## config.mk

```make
export PLATFORM = sky130hd
export DESIGN_NAME = cis_sequencer
export DESIGN_NICKNAME = d
export VERILOG_FILES = /design/src/design/cis_pkg.sv /design/src/design/cis_sequencer.sv /design/src/design/cis_recovery_counter.sv /design/src/design/cis_arbiter.sv
export SDC_FILE = /design/constraint.sdc
export NUM_CORES = 1
export LEC_CHECK = 0
export ABC_AREA = 1
export BUFFER_PORTS_ARGS = -buffer_cell sky130_fd_sc_hd__buf_2
export CAP_MARGIN = 20
export CORE_ASPECT_RATIO = 0.5
export CORE_UTILIZATION = 55
export CTS_BUF_LIST = sky130_fd_sc_hd__clkbuf_8 sky130_fd_sc_hd__clkbuf_16
export CTS_CLUSTER_DIAMETER = 60
export DETAILED_ROUTE_END_ITERATION = 12
export PLACE_DENSITY = 0.82
export SYNTH_ARGS = -nofsm -noshare
export SYNTH_HDL_FRONTEND = slang
export SYNTH_SLANG_ARGS = --single-unit
```

## constraint.sdc

```tcl
create_clock -name clock -period 2.7 [get_ports clock]
set_input_delay 0.54 -clock clock [delete_from_list [all_inputs] [get_ports clock]]
set_output_delay 0.54 -clock clock [all_outputs]
set_load 0.01 [all_outputs]
```

## src/design/cis_pkg.sv

```systemverilog
// Package of constants, types and states for the counter and interrupt sequencer.
// Assumes one clock domain and a synchronous active-high reset.
package cis_pkg;
    localparam int CIS_CNT_W = 12;
    localparam int CIS_NSRC = 16;
    localparam int CIS_SRC_W = 5;
    localparam logic [11:0] CIS_LONG_DELAY = 12'hfff;
    localparam logic [11:0] CIS_SHORT_DELAY = 12'h01f;
    localparam logic [11:0] CIS_ZERO = 12'h000;
    localparam logic [11:0] CIS_HIGH_CLR_MASK = 12'h00f;
    localparam logic [11:0] CIS_ONE = 12'h001;
    localparam logic [15:0] CIS_PC_ONE = 16'h0001;
    localparam logic [7:0] CIS_SP_ONE = 8'h01;
    localparam logic [4:0] CIS_SWI_CODE = 5'h00;
    localparam logic [4:0] CIS_NONE_CODE = 5'h1f;
    localparam logic [2:0] CIS_NUM_PUSH = 3'h4;
    localparam logic [2:0] CIS_PUSH_ZERO = 3'h0;

    typedef enum logic [5:0] {
        CIS_RUN = 6'b000001,
        CIS_DUMMY = 6'b000010,
        CIS_PUSH = 6'b000100,
        CIS_VECH = 6'b001000,
        CIS_VECL = 6'b010000,
        CIS_PULL = 6'b100000
    } cis_seq_e;

    typedef enum logic [2:0] {
        CIS_PWR_HOLD = 3'b001,
        CIS_PWR_RUN = 3'b010,
        CIS_PWR_STOP = 3'b100
    } cis_pwr_e;
endpackage

```

## src/design/cis_sequencer.sv

```systemverilog
// Counter and interrupt sequencer: recovery timing plus interrupt entry and return.
// Assumes the CPU core flags instruction boundaries and opcodes for one cycle each.
// Operation
// [RULE1] Twelve-bit recovery counter advances on each falling reference clock edge.
// [RULE2] Counter overflow clocks the watchdog module.
// [RULE3] Bus clocks stay off after power-on and stop until delay elapses.
// [RULE4] Stop instruction clears the recovery counter.
// [RULE5] Stop exit by interrupt uses 32 cycles when short recovery selected.
// [RULE6] Counter runs freely, wrapping, after reset states.
// [RULE7] Power-on pulse resets the unit; then the clock generator is enabled.
// [RULE8] Entry stacks CPU registers, then sets the interrupt mask.
// [RULE9] Return instruction restores registers from stack and resumes.
// [RULE10] Requests are latched and arbitrated when interrupt processing starts.
// [RULE11] Arbitration result is a constant selecting the vector fetched.
// [RULE12] Latched interrupt is not preempted until serviced or mask cleared.
// [RULE13] Hardware interrupts never abort an instruction; checked at boundaries.
// [RULE14] Take interrupt only with mask clear and source enabled.
// [RULE15] Highest-priority pending request is serviced first.
// [RULE16] Request pending at return is entered before the prefetched instruction.
// [RULE17] Index high register is never stacked.
// [RULE18] Software interrupt is taken regardless of the mask.
// [RULE19] Software interrupt stacks PC; hardware interrupt stacks PC minus one.
// [RULE20] Entry: dummy cycle, descending stack writes, vector high then low.
// [RULE21] Write to top location clears watchdog and counter stages 12 to 5.
// [RULE22] Stop exit by reset always uses the 4096-cycle delay.
`timescale 1ns/1ps
module cis_sequencer
    import cis_pkg::*;
(
    input wire logic clock,
    input wire logic rst,
    input wire logic powerOnResetPulse,
    input wire logic clockGenRefFall,
    input wire logic shortRecoverySelect,
    input wire logic stopInstr,
    input wire logic stopWakeReset,
    input wire logic watchdogServiceWrite,
    input wire logic instrBoundary,
    input wire logic softwareInterruptInstr,
    input wire logic returnFromInterruptInstr,
    input wire logic [15:0] irqRequest,
    input wire logic [15:0] irqEnable,
    input wire logic maskBit,
    input wire logic [15:0] cpuPc,
    input wire logic [7:0] cpuSp,
    input wire logic [7:0] cpuAcc,
    input wire logic [7:0] cpuIndexLow,
    input wire logic [7:0] cpuCcr,
    output logic internalBusClocksEn,
    output logic clockGenEn,
    output logic watchdogClock,
    output logic watchdogClear,
    output logic setMask,
    output logic [4:0] vectorSelect,
    output logic vectorHighFetch,
    output logic vectorLowFetch,
    output logic dummyCycle,
    output logic stackWrite,
    output logic stackRead,
    output logic [7:0] stackAddr,
    output logic [7:0] stackData,
    output logic cpuHold,
    output logic resumeExec
);
    typedef struct packed {
        cis_pwr_e pwr;
        logic [11:0] target;
        cis_seq_e seq;
        logic [2:0] idx;
        logic [4:0] vec;
        logic [15:0] pcStack;
        logic [7:0] sp;
        logic busEn;
        logic cgEn;
        logic wdClk;
        logic wdClr;
        logic setI;
        logic vh;
        logic vl;
        logic dmy;
        logic sw;
        logic sr;
        logic [7:0] addr;
        logic [7:0] data;
        logic hold;
        logic resume;
    } cis_state_s;

    cis_state_s st_q, st_d;
    logic [11:0] count;
    logic ovf;
    logic cntClr;
    logic arbAny;
    logic [4:0] arbCode;

    // Only the byte order of the stack frame is fixed here: PC low, PC high, X, A, CCR.
    function automatic logic [7:0] stackByte(input logic [2:0] n, input cis_state_s s);
        unique case (n)
            3'h0: stackByte = s.pcStack[7:0];
            3'h1: stackByte = s.pcStack[15:8];
            3'h2: stackByte = cpuIndexLow;
            3'h3: stackByte = cpuAcc;
            default: stackByte = cpuCcr;
        endcase
    endfunction

    cis_recovery_counter u_counter (
        .clock(clock),
        .rst(rst | powerOnResetPulse),
        .refFall(clockGenRefFall),
        .clearAll(cntClr),
        .clearHigh(watchdogServiceWrite),
        .count(count),
        .overflow(ovf)
    );

    cis_arbiter u_arbiter (
        .pending(irqRequest & irqEnable), // [RULE14]
        .any(arbAny),
        .code(arbCode)
    );

    assign cntClr = (st_q.pwr == CIS_PWR_RUN) && stopInstr; // [RULE4]

    always_comb begin
        st_d = st_q;
        st_d.wdClk = ovf; // [RULE2]
        st_d.wdClr = watchdogServiceWrite; // [RULE21]
        st_d.setI = 1'b0;
        st_d.vh = 1'b0;
        st_d.vl = 1'b0;
        st_d.dmy = 1'b0;
        st_d.sw = 1'b0;
        st_d.sr = 1'b0;
        st_d.resume = 1'b0;
        unique case (st_q.pwr)
            CIS_PWR_HOLD: begin
                st_d.cgEn = 1'b1; // [RULE7]
                if (count == st_q.target) begin
                    st_d.pwr = CIS_PWR_RUN; // [RULE3]
                    st_d.busEn = 1'b1;
                end
            end
            CIS_PWR_RUN: begin
                if (stopInstr) begin
                    st_d.pwr = CIS_PWR_STOP;
                    st_d.busEn = 1'b0;
                end
            end
            CIS_PWR_STOP: begin
                if (stopWakeReset) begin
                    st_d.target = CIS_LONG_DELAY; // [RULE22]
                    st_d.pwr = CIS_PWR_HOLD;
                end else if (arbAny) begin
                    st_d.target = shortRecoverySelect ? CIS_SHORT_DELAY : CIS_LONG_DELAY; // [RULE5]
                    st_d.pwr = CIS_PWR_HOLD;
                end
            end
        endcase
        st_d.hold = (st_d.pwr != CIS_PWR_RUN) || (st_d.seq != CIS_RUN);
        unique case (st_q.seq)
            CIS_RUN: begin
                if (st_q.pwr == CIS_PWR_RUN && softwareInterruptInstr) begin
                    st_d.vec = CIS_SWI_CODE; // [RULE18]
                    st_d.pcStack = cpuPc; // [RULE19]
                    st_d.seq = CIS_DUMMY;
                end else if (st_q.pwr == CIS_PWR_RUN && instrBoundary && !maskBit && arbAny) begin
                    st_d.vec = arbCode; // [RULE10] [RULE13]
                    st_d.pcStack = cpuPc - CIS_PC_ONE; // [RULE19]
                    st_d.seq = CIS_DUMMY;
                end else if (st_q.pwr == CIS_PWR_RUN && returnFromInterruptInstr) begin
                    st_d.seq = CIS_PULL; // [RULE9]
                    st_d.idx = CIS_PUSH_ZERO;
                    st_d.sp = cpuSp;
                end
                st_d.hold = (st_d.pwr != CIS_PWR_RUN) || (st_d.seq != CIS_RUN);
            end
            CIS_DUMMY: begin
                st_d.dmy = 1'b1; // [RULE20]
                st_d.idx = CIS_PUSH_ZERO;
                st_d.sp = cpuSp;
                st_d.seq = CIS_PUSH;
            end
            CIS_PUSH: begin
                st_d.sw = 1'b1; // [RULE8] [RULE17]
                st_d.addr = st_q.sp;
                st_d.data = stackByte(st_q.idx, st_q);
                st_d.sp = st_q.sp - CIS_SP_ONE; // [RULE20]
                st_d.idx = st_q.idx + 3'h1;
                if (st_q.idx == CIS_NUM_PUSH) begin
                    st_d.seq = CIS_VECH;
                end
            end
            CIS_VECH: begin
                st_d.vh = 1'b1; // [RULE11] [RULE12]
                st_d.setI = 1'b1; // [RULE8]
                st_d.seq = CIS_VECL;
            end
            CIS_VECL: begin
                st_d.vl = 1'b1;
                st_d.seq = CIS_RUN;
                st_d.resume = 1'b1;
            end
            CIS_PULL: begin
                st_d.sr = 1'b1;
                st_d.sp = st_q.sp + CIS_SP_ONE;
                st_d.addr = st_q.sp + CIS_SP_ONE;
                st_d.idx = st_q.idx + 3'h1;
                if (st_q.idx == CIS_NUM_PUSH) begin
                    // A request waiting here is entered before the prefetched opcode runs.
                    if (arbAny && !cpuCcr[3]) begin
                        st_d.vec = arbCode; // [RULE16]
                        st_d.pcStack = cpuPc - CIS_PC_ONE;
                        st_d.seq = CIS_DUMMY;
                    end else begin
                        st_d.seq = CIS_RUN;
                        st_d.resume = 1'b1;
                    end
                end
            end
        endcase
    end

    always_ff @(posedge clock) begin
        if (rst || powerOnResetPulse) begin
            st_q <= '0;
            st_q.pwr <= CIS_PWR_HOLD;
            st_q.seq <= CIS_RUN;
            st_q.target <= CIS_LONG_DELAY;
            st_q.hold <= 1'b1;
            st_q.vec <= CIS_NONE_CODE;
        end else begin
            st_q <= st_d;
        end
    end

    assign internalBusClocksEn = st_q.busEn;
    assign clockGenEn = st_q.cgEn;
    assign watchdogClock = st_q.wdClk;
    assign watchdogClear = st_q.wdClr;
    assign setMask = st_q.setI;
    assign vectorSelect = st_q.vec;
    assign vectorHighFetch = st_q.vh;
    assign vectorLowFetch = st_q.vl;
    assign dummyCycle = st_q.dmy;
    assign stackWrite = st_q.sw;
    assign stackRead = st_q.sr;
    assign stackAddr = st_q.addr;
    assign stackData = st_q.data;
    assign cpuHold = st_q.hold;
    assign resumeExec = st_q.resume;
endmodule // cis_sequencer

```

## src/design/cis_recovery_counter.sv

```systemverilog
// Twelve-bit recovery counter, timing power-on and stop recovery.
// Assumes the reference clock enable pulse marks a falling reference edge.
`timescale 1ns/1ps
module cis_recovery_counter
    import cis_pkg::*;
(
    input wire logic clock,
    input wire logic rst,
    input wire logic refFall,
    input wire logic clearAll,
    input wire logic clearHigh,
    output logic [11:0] count,
    output logic overflow
);
    typedef struct packed {
        logic [11:0] cnt;
        logic ovf;
    } cis_cnt_s;

    cis_cnt_s st_q, st_d;

    always_comb begin
        st_d = st_q;
        st_d.ovf = 1'b0;
        if (clearAll) begin
            st_d.cnt = CIS_ZERO; // [RULE4]
        end else if (clearHigh) begin
            st_d.cnt = st_q.cnt & CIS_HIGH_CLR_MASK; // [RULE21]
        end else if (refFall) begin
            st_d.cnt = st_q.cnt + CIS_ONE; // [RULE1] [RULE6]
            st_d.ovf = (st_q.cnt == CIS_LONG_DELAY); // [RULE2]
        end
    end

    always_ff @(posedge clock) begin
        if (rst) begin
            st_q <= '0;
        end else begin
            st_q <= st_d;
        end
    end

    assign count = st_q.cnt;
    assign overflow = st_q.ovf;
endmodule // cis_recovery_counter

```

## src/design/cis_arbiter.sv

```systemverilog
// Fixed-priority arbiter: lowest index wins among enabled pending requests.
// Assumes requests are levels held by the sources until serviced.
`timescale 1ns/1ps
module cis_arbiter
    import cis_pkg::*;
(
    input wire logic [15:0] pending,
    output logic any,
    output logic [4:0] code
);
    always_comb begin
        any = 1'b0;
        code = CIS_NONE_CODE;
        for (int i = CIS_NSRC - 1; i >= 0; i--) begin
            if (pending[i]) begin
                any = 1'b1;
                code = 5'(i + 1); // [RULE15]
            end
        end
    end
endmodule // cis_arbiter

```

==> flow_summary.ini <==
[finish]
antennaDiodeCount = 0
final_cells = 916
syn_to_final_growth_pct = 16.8
nNetsFinal = 902
drive_gt1_frac = 0.218
fin_util = 0.684
nFillCells = 720

[clock_tree]
cts_sinks = 83
cts_tree = done
cts_buffer_depth = 2
cts_root_buf = clkbuf_16
clk_latency_ns = 0.34
ctsResizeCount = 0
numCtsBuffers = 9
h-tree-depth = 3
ctsHoldBuffers = 0
path_clk_slew_ns = 0.06
cts_setup_buffers = 0

[drt]
drtIter0Drc = 364
ant_nets = 0
first_pass_iters = 5
post_drt_wl_per_cell_um = 12.8
wl_um = 11700
vias = 4777
avgViaCountPerCell = 5.22
drc = 0

[floorplanning]
die_h_um = 68.4
std_cell_rows = 23
coreArea_mm2 = 0.00829
io_pins = 125
die_x_um = 135
start_util = 0.586
dieArea_mm2 = 0.00923

[power]
power.leakage_nw = 2.59
ir_drop_mv = 0.332
power.internal_mw = 2.05
combPwrFrac = 0.073
power_density_mw_per_mm2 = 465
seqPwrFrac = 0.466
p_switching_mw = 0.579
pwr-share-clk = 0.461
switching_share = 0.220
power.total_mw = 2.63

[timing]
min_period_over_period = 0.798
finalSetupViolCount = 0
tns_ns = 0
relSlewSlack = 0.436
timing.final.hold_violations = 0
fmax_mhz = 464
fin_crit_ns = 2.16
tightest_slew_ns = 0.842
grt_setup_unrepaired = false
slew_viol_final = 0
fin_skew_ns = 0.00675

[hold_path]
hold_class = reg2reg
hp-start = u_counter.overflow

[placement]
dp.cells = 901
dp_hpwl_um = 8950
gp_congestion = 0.859
io_buffers = 124

[critical_path]
crit_required_ns = 2.97
cp_slowest_stage_delay_ns = 0.39
crit_fanout = 15
crit_type = reg2reg
slowest_stage = dfxtp_1
worst_ep_arrival_time_ns = 2.42
crit_end = st_q[63]
crit_path_end_kind = flip-flop
regToRegSetupSlack_ns = 0.54
r2r_cells = 10
timing.rr.end = st_q[63]
reg2reg_from = st_q[62]
crit_start = st_q[62]
crit_path_cell_trace = inv_1 > nand2_4 > nor2_4 > nand3_4 > nand2_1 > inv_2 > nand4_1 > o21ai_0 > nand2_1 > o21ai_0
critPathLaunchType = flip-flop

[global_route]
grt_pass1_vias = 4003
grt_use_total = 0.260
grt_antenna_before_repair = 0
grt_start_max_net_pins = 26
grt_pass1_wl_um = 18500
grt_overflow = 0

[yosys]
synthArstFlopShare = 0
ys_types = 49
synth_area_mm2 = 0.00485
ys_top_cells_by_area = dfxtp_1 34%, nand2_1 14%, inv_1 5.8%
avgSynthCellArea_um2 = 6.92
ys.warnings.count = 0
synth-compound-area-share = 0.158
syn_nets = 804
synth-simple-area-share = 0.314
synth_edf_count = 0
yosys.area_share.adder = 0.0258
synth_most_common_cell = nand2_1
yosysTopAreaCell = dfxtp_1
ys_seq_area_frac = 0.342
synth_seq_cells = 83
synth_xor_area_frac = 0.0379
synth_cells = 702
synth_commonest_cells = 183 x nand2_1, 83 x dfxtp_1, 75 x inv_1
yosysTopAreaCellShare = 0.342
synth_ff_type = dfxtp_1
synth_top_family_by_area = simple AND/OR/NAND/NOR gates
synthMuxAreaShare = 0

[run_status]
status = completed

[flow_run]
cap_violations = 0
## power by group through the flow
stage          Sequential [mW]  Combinational (mW)  Clock (mW)
6_report                  1.23               0.192        1.21
5_1_grt                   1.23               0.217        1.29
4_1_cts                   1.23               0.192        1.23
3_5_place_dp              1.26               0.192           0
3_3_place_gp              1.26               0.189           0
2_1_floorplan             1.26              0.0905           0
## area by class of cell
type | count | area [µm²] | share of cell area
clock buffer | 14 | 294 | 0.0519
clock inverter | 1 | 5.00 | 0.000883
inverter | 82 | 309 | 0.0545
multi-input combinational | 495 | 2600 | 0.459
sequential | 83 | 1660 | 0.293
tap | 112 | 140 | 0.0247
timing repair buffer | 129 | 658 | 0.116
## per-layer routing
layer,part of all wire,GRT usage
met1,0.46,0.332
met2,0.46,0.450
met3,0.067,0.0585
met4,0.010,0.0702
met5,0,0
## sequential cells by signal, summed over array words and instances, names as in the netlist, 5 cells and up
signal,flops
st_q,38
stackAddr,8
stackData,8
u_counter.count,12
vectorSelect,5
## worst max-delay path, delay by kind of cell, from the launching register on
kind | cells | cell delay, ns
compound gates | 2 | 0.37
buf+inv | 2 | 0.44
flops | 1 | 0.39
simple gates | 6 | 0.90
## how the worst min path moves through the flow
| stage | end | slack, ns | depth (start not counted) |
|---|---|---|---|
| after global placement | watchdogClock | 0.40 | 2 |
| after CTS | watchdogClock | 0.42 | 2 |
| after floorplan | watchdogClock | 0.39 | 2 |
| after detailed placement | watchdogClock | 0.41 | 2 |
| final | watchdogClock | 0.42 | 2 |
| after global routing | watchdogClear | 0.46 | 3 |
## per-stage QoR
| stage | setup slack, ns | area, µm² | hold WS, ns |
|---|---|---|---|
| after floorplan | 0.859 | 4850 | 0.394 |
| after global placement | 0.469 | 5370 | 0.396 |
| after detailed placement | 0.401 | 5370 | 0.408 |
| after CTS | 0.550 | 5670 | 0.416 |
| after global routing | 0.284 | 5670 | 0.455 |
| final | 0.544 | 5670 | 0.416 |
## cell families (layout without fill, tap and decap cells)
| logic type | count (synthesis) | count (layout) |
|---|---|---|
| flops | 83 | 83 |
| xor+xnor | 21 | 21 |
| compound gates | 128 | 128 |
| simple gates | 336 | 336 |
| buf+inv | 124 | 226 |
| fa+ha+maj | 10 | 10 |
## layout by cell type, fill, tap and decap left out, types with 3 or more instances in the layout
master / netlist / final
clkbuf_8: 0 / 5
a31oi_1: 3 / 3
buf_4: 24 / 5
nor3_1: 19 / 19
nor2_4: 3 / 3
nor2_1: 65 / 65
a21oi_2: 3 / 3
inv_2: 5 / 5
a21oi_1: 54 / 54
a22o_1: 8 / 8
inv_1: 75 / 75
dfxtp_1: 83 / 83
nand2_1: 183 / 183
nor2_2: 3 / 3
xnor2_1: 9 / 9
clkbuf_16: 0 / 9
o211ai_1: 9 / 9
xor2_1: 12 / 12
o21ai_0: 35 / 35
ha_1: 10 / 10
nand2_2: 4 / 4
nand3_1: 31 / 31
nor4_1: 4 / 4
nand4_1: 8 / 8
buf_2: 3 / 124
a221oi_1: 8 / 8
Power figures use the tool's default switching activity.
